$ cat src/verilog/ccpce_pkg.sv
// constants shared by the compare, special-event and pwm unit slice
// assumes a 32-bit apb slave on pclk and byte-wide unit registers
package ccpce_pkg;

	// ===========================================================
	// register byte addresses
	localparam logic [7:0] ADDR_UNIT_CONTROL = 8'h00;
	localparam logic [7:0] ADDR_MATCH_LOW = 8'h04;
	localparam logic [7:0] ADDR_MATCH_HIGH = 8'h08;
	localparam logic [7:0] ADDR_TIMER_SELECT = 8'h0C;
	localparam logic [7:0] ADDR_STATUS = 8'h10;

	// ===========================================================
	// unit control field layout
	localparam int MODE_LSB = 0;
	localparam int MODE_MSB = 3;
	localparam int DUTY_LSB = 4;
	localparam int DUTY_MSB = 5;
	localparam int STEER_LSB = 6;
	localparam int STEER_MSB = 7;
	localparam logic [7:0] STEER_MASK = 8'hC0;

	// status register bit positions
	localparam int STAT_FLAG_BIT = 0;
	localparam int STAT_PIN_BIT = 1;
	localparam int STAT_PEND_BIT = 2;

	// ===========================================================
	// mode field encodings
	localparam logic [3:0] MODE_OFF = 4'h0;
	localparam logic [3:0] MODE_TOGGLE = 4'h2;
	localparam logic [3:0] MODE_SET = 4'h8;
	localparam logic [3:0] MODE_CLEAR = 4'h9;
	localparam logic [3:0] MODE_SOFT_INT = 4'hA;
	localparam logic [3:0] MODE_SPECIAL = 4'hB;
	localparam logic [1:0] MODE_PWM_TOP = 2'h3;

	// ===========================================================
	// widths and reset values
	localparam int NUM_PERIOD_TIMERS = 3;
	localparam logic [7:0] BYTE_ZERO = 8'h00;
	localparam logic [9:0] DUTY_ZERO = 10'h000;
	localparam logic [31:0] WORD_ZERO = 32'h00000000;
	localparam logic [1:0] TSEL_RESET = 2'h0;

endpackage : ccpce_pkg

$ cat src/verilog/ccpce_pwm.sv
// standard pwm generator: 10-bit time base against a double-buffered duty
// assumes the period timers live outside and report count and increments
`timescale 1ns/1ps

module ccpce_pwm (
	input wire logic pclk,
	input wire logic presetn,
	input wire logic pwm_enable,
	input wire logic [1:0] period_timer_select,
	input wire logic [9:0] duty_value,
	input wire logic [ccpce_pkg::NUM_PERIOD_TIMERS-1:0][7:0] period_timer_count,
	input wire logic [ccpce_pkg::NUM_PERIOD_TIMERS-1:0][7:0] period_register,
	input wire logic [ccpce_pkg::NUM_PERIOD_TIMERS-1:0][1:0] period_timer_low2,
	input wire logic [ccpce_pkg::NUM_PERIOD_TIMERS-1:0] period_timer_inc,
	output logic pwm_level,
	output logic [9:0] duty_latched
);
	import ccpce_pkg::*;

	// ===========================================================
	// timer selection
	// maps the 2-bit select onto a timer index, spare code picks timer 0
	function automatic int unsigned timer_index(input logic [1:0] sel);
		timer_index = (sel == 2'h1) ? 1 : (sel == 2'h2) ? 2 : 0;
	endfunction : timer_index

	logic [7:0] sel_count;
	logic [7:0] sel_period;
	logic [1:0] sel_low2;
	logic sel_inc;
	logic [9:0] time_base;
	logic rollover;

	always_comb begin
		sel_count = period_timer_count[timer_index(period_timer_select)];
		sel_period = period_register[timer_index(period_timer_select)];
		sel_low2 = period_timer_low2[timer_index(period_timer_select)];
		sel_inc = period_timer_inc[timer_index(period_timer_select)];
		time_base = {sel_count, sel_low2};
		rollover = sel_inc && (sel_count == sel_period);
	end

	// ===========================================================
	// waveform state
	logic level_reg;
	logic level_next;
	logic [9:0] buffer_reg;
	logic [9:0] buffer_next;

	// one time-base step; the pin is registered, so the fall is decided
	// a step early and lands on the edge where the time base hits duty
	localparam logic [9:0] TB_STEP = 10'h001;

	always_comb begin
		level_next = level_reg;
		buffer_next = buffer_reg;
		if (!pwm_enable) begin
			level_next = 1'b0;
		end else if (rollover) begin
			level_next = (duty_value != DUTY_ZERO);
			buffer_next = duty_value;
		end else if ((time_base + TB_STEP) == buffer_reg) begin
			level_next = 1'b0;
		end
	end

	// registers the waveform state
	always_ff @(posedge pclk or negedge presetn) begin
		if (!presetn) begin
			level_reg <= 1'b0;
			buffer_reg <= DUTY_ZERO;
		end else begin
			level_reg <= level_next;
			buffer_reg <= buffer_next;
		end
	end

	assign pwm_level = level_reg;
	assign duty_latched = buffer_reg;

endmodule : ccpce_pwm

$ cat src/verilog/ccpce_unit.sv
// one compare / special-event / standard pwm unit with an apb register file
// assumes timer a, the period timers and the converter sit on pclk
//
// The implementer's own choices: the APB interface to the registers and the placing of the registers.
`timescale 1ns/1ps

// Contract
// - mode 1010 only sets the match flag; pin is not driven.
// - mode 1011 match clears timer a and starts conversion if enabled.
// - special event output rises in the same cycle as the match.
// - timer a clears only on its next count clock edge after match.
// - match registers thus act as a 16-bit period for timer a.
// - special event timer clear never sets timer a overflow flag.
// - rewriting match registers before that edge cancels the pending clear.
// - compare works only while the system clock runs.
// - pwm mode drives the pin with up to 10-bit duty resolution.
// - period timer, its control, duty bits and control set the waveform.
// - writing zero to unit control releases the pin.
// - a 2-bit select picks one of three 8-bit period timers.
// - compare and pwm behaviour is identical in every unit instance.
// - steering bits exist only on enhanced units; duty and mode common.
// - unimplemented register bits read as zero.
// - match flag sets together with the selected pin action.
// - after period match, timer clears, pin rises unless zero, duty latches.
// - pin falls when time base equals the latched 10-bit duty.
module ccpce_unit #(
	parameter bit ENHANCED = 1'b1
) (
	input wire logic pclk,
	input wire logic presetn,
	input wire logic psel,
	input wire logic penable,
	input wire logic pwrite,
	input wire logic [7:0] paddr,
	input wire logic [31:0] pwdata,
	output logic [31:0] prdata,
	output logic pready,
	output logic pslverr,
	input wire logic [15:0] timer_a_count,
	input wire logic timer_a_tick,
	input wire logic adc_enabled,
	input wire logic [ccpce_pkg::NUM_PERIOD_TIMERS-1:0][7:0] period_timer_count,
	input wire logic [ccpce_pkg::NUM_PERIOD_TIMERS-1:0][7:0] period_register,
	input wire logic [ccpce_pkg::NUM_PERIOD_TIMERS-1:0][1:0] period_timer_low2,
	input wire logic [ccpce_pkg::NUM_PERIOD_TIMERS-1:0] period_timer_inc,
	output logic unit_output_pin,
	output logic unit_output_pin_oe,
	output logic unit_match_flag,
	output logic special_event,
	output logic adc_start,
	output logic timer_a_clear
);
	import ccpce_pkg::*;

	// ===========================================================
	// bus decode
	// true when the address hits a mapped register
	function automatic logic addr_mapped(input logic [7:0] a);
		addr_mapped = (a == ADDR_UNIT_CONTROL) || (a == ADDR_MATCH_LOW) ||
			(a == ADDR_MATCH_HIGH) || (a == ADDR_TIMER_SELECT) ||
			(a == ADDR_STATUS);
	endfunction : addr_mapped

	logic wr_access;
	logic rd_setup;

	// zero-wait slave; error on unmapped addresses
	always_comb begin
		pready = 1'b1;
		pslverr = psel && penable && !addr_mapped(paddr);
		wr_access = psel && penable && pwrite && addr_mapped(paddr);
		rd_setup = psel && !penable && !pwrite;
	end

	// ===========================================================
	// register state
	logic [7:0] control_reg;
	logic [7:0] control_next;
	logic [7:0] match_low_reg;
	logic [7:0] match_low_next;
	logic [7:0] match_high_reg;
	logic [7:0] match_high_next;
	logic [1:0] tsel_reg;
	logic [1:0] tsel_next;
	logic flag_reg;
	logic flag_next;
	logic pin_latch_reg;
	logic pin_latch_next;
	logic match_prev_reg;
	logic match_prev_next;
	logic pending_reg;
	logic pending_next;
	logic adc_pulse_reg;
	logic adc_pulse_next;
	logic [31:0] prdata_reg;
	logic [31:0] prdata_next;

	logic [3:0] mode;
	logic pwm_mode;
	logic compare_mode;
	logic match;
	logic match_rise;
	logic pwm_level;
	logic [9:0] duty_latched;
	logic [7:0] steer_keep;

	// ===========================================================
	// mode decode and match detection
	always_comb begin
		mode = control_reg[MODE_MSB:MODE_LSB];
		pwm_mode = (mode[3:2] == MODE_PWM_TOP);
		compare_mode = (mode == MODE_TOGGLE) || (mode == MODE_SET) ||
			(mode == MODE_CLEAR) || (mode == MODE_SOFT_INT) ||
			(mode == MODE_SPECIAL);
		match = ({match_high_reg, match_low_reg} == timer_a_count);
		match_rise = compare_mode && match && !match_prev_reg;
		steer_keep = ENHANCED ? STEER_MASK : BYTE_ZERO;
	end

	assign special_event = (mode == MODE_SPECIAL) && match;

	// ===========================================================
	// register writes
	always_comb begin
		control_next = control_reg;
		match_low_next = match_low_reg;
		match_high_next = match_high_reg;
		tsel_next = tsel_reg;
		if (wr_access) begin
			case (paddr)
				ADDR_UNIT_CONTROL: begin
					control_next = pwdata[7:0] & (steer_keep | ~STEER_MASK);
				end
				ADDR_MATCH_LOW: begin
					match_low_next = pwdata[7:0];
				end
				ADDR_MATCH_HIGH: begin
					// high byte is read-only while pwm runs
					if (!pwm_mode) begin
						match_high_next = pwdata[7:0];
					end
				end
				ADDR_TIMER_SELECT: begin
					tsel_next = pwdata[1:0];
				end
				default: begin
				end
			endcase
		end
	end

	// ===========================================================
	// compare actions, flag and special event
	always_comb begin
		pin_latch_next = pin_latch_reg;
		flag_next = flag_reg;
		pending_next = pending_reg;
		adc_pulse_next = 1'b0;
		match_prev_next = match;
		if (match_rise) begin
			case (mode)
				MODE_TOGGLE: begin
					pin_latch_next = !pin_latch_reg;
				end
				MODE_SET: begin
					pin_latch_next = 1'b1;
				end
				MODE_CLEAR: begin
					pin_latch_next = 1'b0;
				end
				default: begin
					pin_latch_next = pin_latch_reg;
				end
			endcase
		end
		if (mode == MODE_OFF) begin
			pin_latch_next = 1'b0;
		end
		// write one clears; a new match wins
		if (wr_access && (paddr == ADDR_STATUS) && pwdata[STAT_FLAG_BIT]) begin
			flag_next = 1'b0;
		end
		if (match_rise) begin
			flag_next = 1'b1;
		end
		if (special_event && !pending_reg) begin
			pending_next = 1'b1;
			adc_pulse_next = adc_enabled;
		end
		if (!special_event || timer_a_tick) begin
			pending_next = special_event && !timer_a_tick;
		end
	end

	assign timer_a_clear = pending_reg && special_event && timer_a_tick;
	assign adc_start = adc_pulse_reg;
	assign unit_match_flag = flag_reg;

	// ===========================================================
	// pin steering
	// zero control releases pin
	always_comb begin
		unit_output_pin = 1'b0;
		unit_output_pin_oe = 1'b0;
		case (mode)
			MODE_TOGGLE, MODE_SET, MODE_CLEAR: begin
				unit_output_pin = pin_latch_reg;
				unit_output_pin_oe = 1'b1;
			end
			MODE_SOFT_INT, MODE_SPECIAL: begin
				unit_output_pin_oe = 1'b0;
			end
			default: begin
				if (pwm_mode) begin
					unit_output_pin = pwm_level;
					unit_output_pin_oe = 1'b1;
				end
			end
		endcase
	end

	// ===========================================================
	// read data, captured in the setup phase
	// unused bits read zero
	always_comb begin
		prdata_next = prdata_reg;
		if (rd_setup) begin
			prdata_next = WORD_ZERO;
			case (paddr)
				ADDR_UNIT_CONTROL: begin
					prdata_next[7:0] = control_reg;
				end
				ADDR_MATCH_LOW: begin
					prdata_next[7:0] = match_low_reg;
				end
				ADDR_MATCH_HIGH: begin
					prdata_next[7:0] = pwm_mode ? duty_latched[9:2] :
						match_high_reg;
				end
				ADDR_TIMER_SELECT: begin
					prdata_next[1:0] = tsel_reg;
				end
				ADDR_STATUS: begin
					prdata_next[STAT_FLAG_BIT] = flag_reg;
					prdata_next[STAT_PIN_BIT] = unit_output_pin;
					prdata_next[STAT_PEND_BIT] = pending_reg;
				end
				default: begin
					prdata_next = WORD_ZERO;
				end
			endcase
		end
	end

	assign prdata = prdata_reg;

	// ===========================================================
	// state registers
	// all state runs on pclk
	always_ff @(posedge pclk or negedge presetn) begin
		if (!presetn) begin
			control_reg <= BYTE_ZERO;
			match_low_reg <= BYTE_ZERO;
			match_high_reg <= BYTE_ZERO;
			tsel_reg <= TSEL_RESET;
			flag_reg <= 1'b0;
			pin_latch_reg <= 1'b0;
			match_prev_reg <= 1'b0;
			pending_reg <= 1'b0;
			adc_pulse_reg <= 1'b0;
			prdata_reg <= WORD_ZERO;
		end else begin
			control_reg <= control_next;
			match_low_reg <= match_low_next;
			match_high_reg <= match_high_next;
			tsel_reg <= tsel_next;
			flag_reg <= flag_next;
			pin_latch_reg <= pin_latch_next;
			match_prev_reg <= match_prev_next;
			pending_reg <= pending_next;
			adc_pulse_reg <= adc_pulse_next;
			prdata_reg <= prdata_next;
		end
	end

	// ===========================================================
	// standard pwm engine
	// same engine in every instance
	ccpce_pwm u_pwm (
		.pclk(pclk),
		.presetn(presetn),
		.pwm_enable(pwm_mode),
		.period_timer_select(tsel_reg),
		.duty_value({match_low_reg, control_reg[DUTY_MSB:DUTY_LSB]}),
		.period_timer_count(period_timer_count),
		.period_register(period_register),
		.period_timer_low2(period_timer_low2),
		.period_timer_inc(period_timer_inc),
		.pwm_level(pwm_level),
		.duty_latched(duty_latched)
	);

endmodule : ccpce_unit

$ cat config.mk
export PLATFORM = sky130hd
export DESIGN_NAME = ccpce_unit
export DESIGN_NICKNAME = d
export VERILOG_FILES = /design/src/verilog/ccpce_pkg.sv /design/src/verilog/ccpce_pwm.sv /design/src/verilog/ccpce_unit.sv
export SDC_FILE = /design/constraint.sdc
export NUM_CORES = 1
export LEC_CHECK = 0
export BUFFER_PORTS_ARGS = -buffer_cell sky130_fd_sc_hd__buf_2
export CORE_ASPECT_RATIO = 0.5
export CORE_UTILIZATION = 44
export DETAILED_ROUTE_END_ITERATION = 16
export GPL_TIMING_DRIVEN = 1
export HOLD_SLACK_MARGIN = 0.03
export PLACE_DENSITY = 0.77
export SYNTH_ARGS = -nofsm -noshare
export SYNTH_HDL_FRONTEND = slang
export SYNTH_SLANG_ARGS = --single-unit
$ cat constraint.sdc
create_clock -name pclk -period 3.1 [get_ports pclk]
set_clock_uncertainty 0.05 [all_clocks]
set_input_delay 0.31 -clock pclk [delete_from_list [all_inputs] [get_ports pclk]]
set_output_delay 0.31 -clock pclk [all_outputs]
set_load 0.01 [all_outputs]
After elaboration in Yosys (flattened, before gate mapping)
Cells that the tools add are included.
Widths: inputs -> output; s select.
{"block": "totals", "regBits": 50}
{"block": "op_classes", "n_addsub": 1, "magnitude_cmp": 1, "eq_ne": 16, "mux": 29, "n_bitwise": 1, "n_reduce_logical": 48}
{"operator": "$bmux 8 s2", "count": 2}
{"operator": "$lt 32x3->1 const B", "count": 1}
{"operator": "$mux 8", "count": 3}
{"operator": "$eq 16x16->1", "count": 1}
{"operator": "$eq 4x4->1 const B", "count": 4}
{"operator": "$eq 8x4->1 const B", "count": 2}
{"operator": "$logic_and 1x1->1", "count": 16}
{"operator": "$pmux 5 s3", "count": 1}
{"operator": "$mux 1", "count": 13}
{"operator": "$add 10x1->10 const B", "count": 1}
{"operator": "$eq 10x10->1", "count": 1}
{"operator": "$pmux 2 s5", "count": 1}
{"operator": "$reduce_and 2->1", "count": 5}
{"operator": "$reduce_bool 10->1", "count": 1}
{"operator": "$logic_or 1x1->1", "count": 9}
{"operator": "$eq 8x3->1 const B", "count": 1}
{"operator": "$eq 8x5->1 const B", "count": 1}
{"operator": "$eq 8x8->1", "count": 1}
{"operator": "$logic_not 1->1", "count": 8}
{"operator": "$logic_not 8->1", "count": 1}
{"operator": "$mux 2", "count": 3}
{"operator": "$reduce_bool 2->1", "count": 3}
{"operator": "$bmux 2 s2", "count": 1}
{"operator": "$eq 2x2->1 const B", "count": 2}
{"operator": "other kinds (13)", "count": 14}

Longest topological paths before layout
{"block": "depth", "word_depth": 10, "mapped_depth": 13}

Modules after synthesis
Synthesis repeated with hierarchy kept, for this count alone.
{"block": "unflattened", "cells_unflattened": 392, "hier_area_um2": 3943.8}
{"module": "ccpce_unit", "n_inst": 1, "cells_each": 226, "area_per_inst_um2": 2311.0}
{"module": "ccpce_pwm", "n_inst": 1, "cells_each": 166, "area_per_inst_um2": 1632.8}

Worst setup path before layout
OpenSTA, ideal clock, no wires.
{"block": "synth_timing", "path_type": "flip-flop to flip-flop", "start": "register tsel_reg[0]", "end": "register u_pwm.level_reg, in the netlist u_pwm.pwm_level", "setup_time_ps": 137, "t_arrival_ps": 2749, "t_required_ps": 2913, "path_slack_ps": 164, "stages_incl_launch_ff": 13, "n_path_buf": 3, "period_less_slack_ps": 2936, "path_cell_list": "dfrtp_1 > buf_4 > buf_2 > buf_4 > mux2i_1 > ha_1 > nand2b_1 > o22ai_1 > nand2_1 > or3_1 > a2111o_1 > a211oi_2 > o31ai_1"}
{"block": "synth_via", "elab_chain_cells": 9, "word_cells_on_any_way": 19}
{"item": "start: declaration", "line": "ccpce_unit.sv:83", "rtl": "logic [1:0] tsel_reg;"}
{"item": "start signal: assignment", "line": "ccpce_unit.sv:276", "rtl": "tsel_reg <= tsel_next;"}
{"item": "$eq 2x2->1", "line": "ccpce_pwm.sv:24", "rtl": "timer_index = (sel == 2'h1) ? 1 : (sel == 2'h2) ? 2 : 0;"}
{"item": "$mux 2", "line": "ccpce_pwm.sv:24"}
{"item": "$mux 2 *", "line": "ccpce_pwm.sv:24"}
{"item": "branches (longest 6 deep; another with $add 10x1->10)"}
{"item": "end signal: assignment", "line": "ccpce_pwm.sv:73", "rtl": "level_reg <= level_next;"}
{"item": "end: declaration", "line": "ccpce_pwm.sv:45", "rtl": "logic level_reg;"}
Every way passes the cells marked *. The select of a mux whose other input is x is not followed.
A chain may end at the register's enable or synchronous reset.

Worst setup path in the final report
{"block": "layout_timing", "start": "register tsel_reg[1]", "end": "register u_pwm.level_reg, in the netlist u_pwm.pwm_level"}
The elaborated chain is that of the path after synthesis.

==> flow_metrics.py <==
metrics = {
    "global_route": {
        "antenna_found_initial": 0,
        "grt_pass1_wl_microns": 14350,
        "grt_max_degree": 36,
        "grt-ovfl-total": 0,
        "grt_pass1_vias": 2849,
        "track_usage_pct": 20.45,
    },
    "routing": {
        "drtPass1Iterations": 7,
        "avgRoutedWirePerCell_microns": 15.08,
        "wl_microns": 9050,
        "via_per_inst": 5.305,
        "drtIter0Drc": 220,
        "route.detailed.drc": 0,
        "ant_nets": 0,
        "vias": 3183,
    },
    "final_layout": {
        "n_antenna_cell": 0,
        "multi_input_area_sq_mm": 0.002318,
        "largest_reg_flops": 10,
        "layout.nets": 608,
        "final-seq-area_sq_mm": 0.001252,
        "layout_commonest_cell": "buf_2",
        "final_cell_mix": "buf_2, mux2i_1, dfrtp_1",
        "final_cells": 600,
        "area_delta_synth_final_pct": 20.58,
        "drive_above_1_share_pct": 35.25,
        "fill_cells": 750,
    },
    "critical_path": {
        "r2r_slack_ns": 0.25,
        "crit_path_end_kind": "register",
        "crit_required_ns": 3.19,
        "start_kind": "register",
        "r2r_cells": 10,
        "regToRegStartpoint": "tsel_reg[1]",
        "cp.arrival_ns": 2.94,
        "worst_r2r_endpoint": "u_pwm.pwm_level",
        "path_class": "reg2reg",
        "path_max_fanout": 7,
    },
    "cts": {
        "clkSlewWorstSetupHoldPaths_ns": 0.06,
        "clock-sinks": 50,
        "clk_latency_ns": 0.28,
        "ctsResizeCount": 0,
        "cts_htree_levels": 2,
        "root_buffer": "clkbuf_16",
        "cts_buffers": 5,
        "cts.path.max_buffers": 2,
        "cts_tree": "built",
    },
    "sta": {
        "drv_slew": 0,
        "finalHoldViolCount": 0,
        "grt_setup_unrepaired": "no",
        "slew_headroom_pct": 60.57,
        "fin_crit_sh_pct": 91.86,
        "layout_min_cycle_time_ns": 2.848,
        "whs_ns": 0.1357,
        "tightestPinTransition_ns": 0.5915,
        "max_clock_freq_mhz": 351.2,
        "finalSetupTns_ns": 0,
        "finalSetupViolCount": 0,
    },
    "flow_run": {
        "cap_viol_max_count": 0,
    },
    "die": {
        "initial_core_util_pct": 46.26,
        "ios": 160,
        "fp.dieArea_sq_mm": 0.008991,
        "rows": 23,
        "core-area_sq_mm": 0.008173,
        "die_x_microns": 133.1,
        "die_height_microns": 67.55,
    },
    "power_and_ir_drop": {
        "switching_share_pct": 22.93,
        "clkPwrFrac_pct": 40.7,
        "combPwrFrac_pct": 14.8,
        "p_sw_mw": 0.3383,
        "cellLeakagePower_nw": 2.160,
        "p_per_area_mw_per_mm2": 323.6,
        "pwr-share-seq_pct": 44.5,
        "ir_worst_vdd_v": 0.0002393,
        "p_int_mw": 1.137,
    },
    "yosys": {
        "async_flop_share_pct": 100.0,
        "synth_cells": 373,
        "yosysSeqAreaShare_pct": 33.09,
        "ys.flop_type": "dfrtp_1",
        "synth_edf_count": 0,
        "ys_seq_elements": 50,
        "synthDistinctLibCells": 54,
        "ys_warn_count": 0,
        "syn_area_sq_mm": 0.003781,
        "synth.avg_cell_area_sq_um": 10.14,
    },
    "outcome": {
        "status": "finished clean",
    },
    "hold_path": {
        "whs_path_depth": 2,
        "hp-class": "in2reg",
        "min_to": "pending_reg",
        "hp-start": "timer_a_tick",
    },
    "place": {
        "dp_hpwl_microns": 7200,
        "gp_congestion": 0.8950,
        "dp.cells": 591,
        "port_buffers": 110,
    },
}
## worst max path at each step
stage,slack [ns],cells after the start,to,startpoint
2_1_floorplan,0.16,12,u_pwm.pwm_level,tsel_reg[0]
3_3_place_gp,0.32,10,u_pwm.pwm_level,tsel_reg[1]
3_5_place_dp,0.27,10,u_pwm.pwm_level,tsel_reg[1]
4_1_cts,0.25,10,u_pwm.pwm_level,tsel_reg[1]
5_1_grt,0.06,10,u_pwm.pwm_level,tsel_reg[1]
6_report,0.25,10,u_pwm.pwm_level,tsel_reg[1]
## layer usage
metal  track usage [%]  routed length [microns]
met1             28.17                     4243
met2             34.82                     4128
met3             3.153                      610
met4             3.693                       66
met5                 0                        0
## power by group through the flow
stage / logic [mW] / registers [mW] / clock network (mW)
after global routing: 0.243 / 0.657 / 0.629
final: 0.218 / 0.657 / 0.600
after CTS: 0.219 / 0.657 / 0.601
after global placement: 0.214 / 0.669 / 0
after detailed placement: 0.217 / 0.670 / 0
after floorplan: 0.136 / 0.670 / 0
## kinds of logic (layout without fill, tap and decap cells)
| group | after synthesis | in the layout | share of synthesized area [%] |
|---|---|---|---|
| fa+ha+maj | 1 | 1 | 0.3309 |
| simple gates | 94 | 94 | 13.14 |
| compound gates | 46 | 46 | 8.140 |
| buf+inv | 44 | 136 | 8.041 |
| flops | 50 | 50 | 33.09 |
| xor+xnor | 37 | 37 | 8.570 |
| other cells | 2 | 25 | 0.1986 |
| mux | 99 | 99 | 28.49 |
## worst max-delay path, stage by stage, from the launching register on
cell	delay [ns]
dfrtp_2	0.50
mux2i_1	0.15
mux2i_1	0.23
ha_1	0.27
nand2b_1	0.08
o22ai_1	0.27
nand2_1	0.11
or3_1	0.35
a2111o_1	0.42
a211oi_2	0.17
o31ai_1	0.10
## stage by stage
step / utilization (%) / total power, mW / area, sq um / setup slack (ns)
after detailed placement: 53.67 / 0.8869 / 4387 / 0.2737
after global placement: 53.67 / 0.8834 / 4387 / 0.3156
after global routing: 55.79 / 1.529 / 4559 / 0.05531
final: 55.79 / 1.475 / 4559 / 0.2523
after CTS: 55.79 / 1.478 / 4559 / 0.2543
after floorplan: - / 0.8052 / 3867 / 0.1637
## final cells by class
| class | count | share of cell area [%] |
|---|---|---|
| timing repair buffer | 124 | 14.71 |
| clock inverter | 1 | 0.6586 |
| inverter | 4 | 0.3293 |
| tap | 112 | 3.074 |
| clock buffer | 7 | 2.909 |
| sequential | 50 | 27.47 |
| multi-input combinational | 302 | 50.85 |
## cells in the mapped netlist (all sizes together), types with 2 or more instances
| master | instances | area share (%) |
|---|---|---|
| mux2i | 59 | 17 |
| dfrtp | 50 | 33 |
| mux2 | 40 | 12 |
| buf | 34 | 7.0 |
| nand2 | 30 | 3.0 |
| xor2 | 22 | 5.1 |
| o21ai | 16 | 2.1 |
| xnor2 | 15 | 3.5 |
| nand3 | 11 | 1.5 |
| nor2 | 11 | 1.1 |
| a21oi | 8 | 1.1 |
| nor3 | 7 | 1.1 |
| nor4 | 7 | 1.3 |
| clkbuf | 6 | 0.60 |
| nand4 | 5 | 0.99 |
| inv | 4 | 0.40 |
| a211oi | 3 | 0.73 |
| and3 | 3 | 0.50 |
| nand2b | 3 | 0.50 |
| nor3b | 3 | 0.60 |
| or3 | 3 | 0.50 |
| or4 | 3 | 0.60 |
| a221oi | 2 | 0.46 |
| a222oi | 2 | 0.53 |
| a22o | 2 | 0.46 |
| a22oi | 2 | 0.40 |
| a31oi | 2 | 0.33 |
| conb | 2 | 0.20 |
| nor2b | 2 | 0.33 |
| nor4b | 2 | 0.46 |
| o31ai | 2 | 0.40 |
## timing repair
item,CTS,global route
buffers inserted,0,0
setup endpoints to repair,0,0
endpoints found under the hold margin,26,0
hold buffers,1,0
Note: power is estimated with default switching activity, not from simulation.
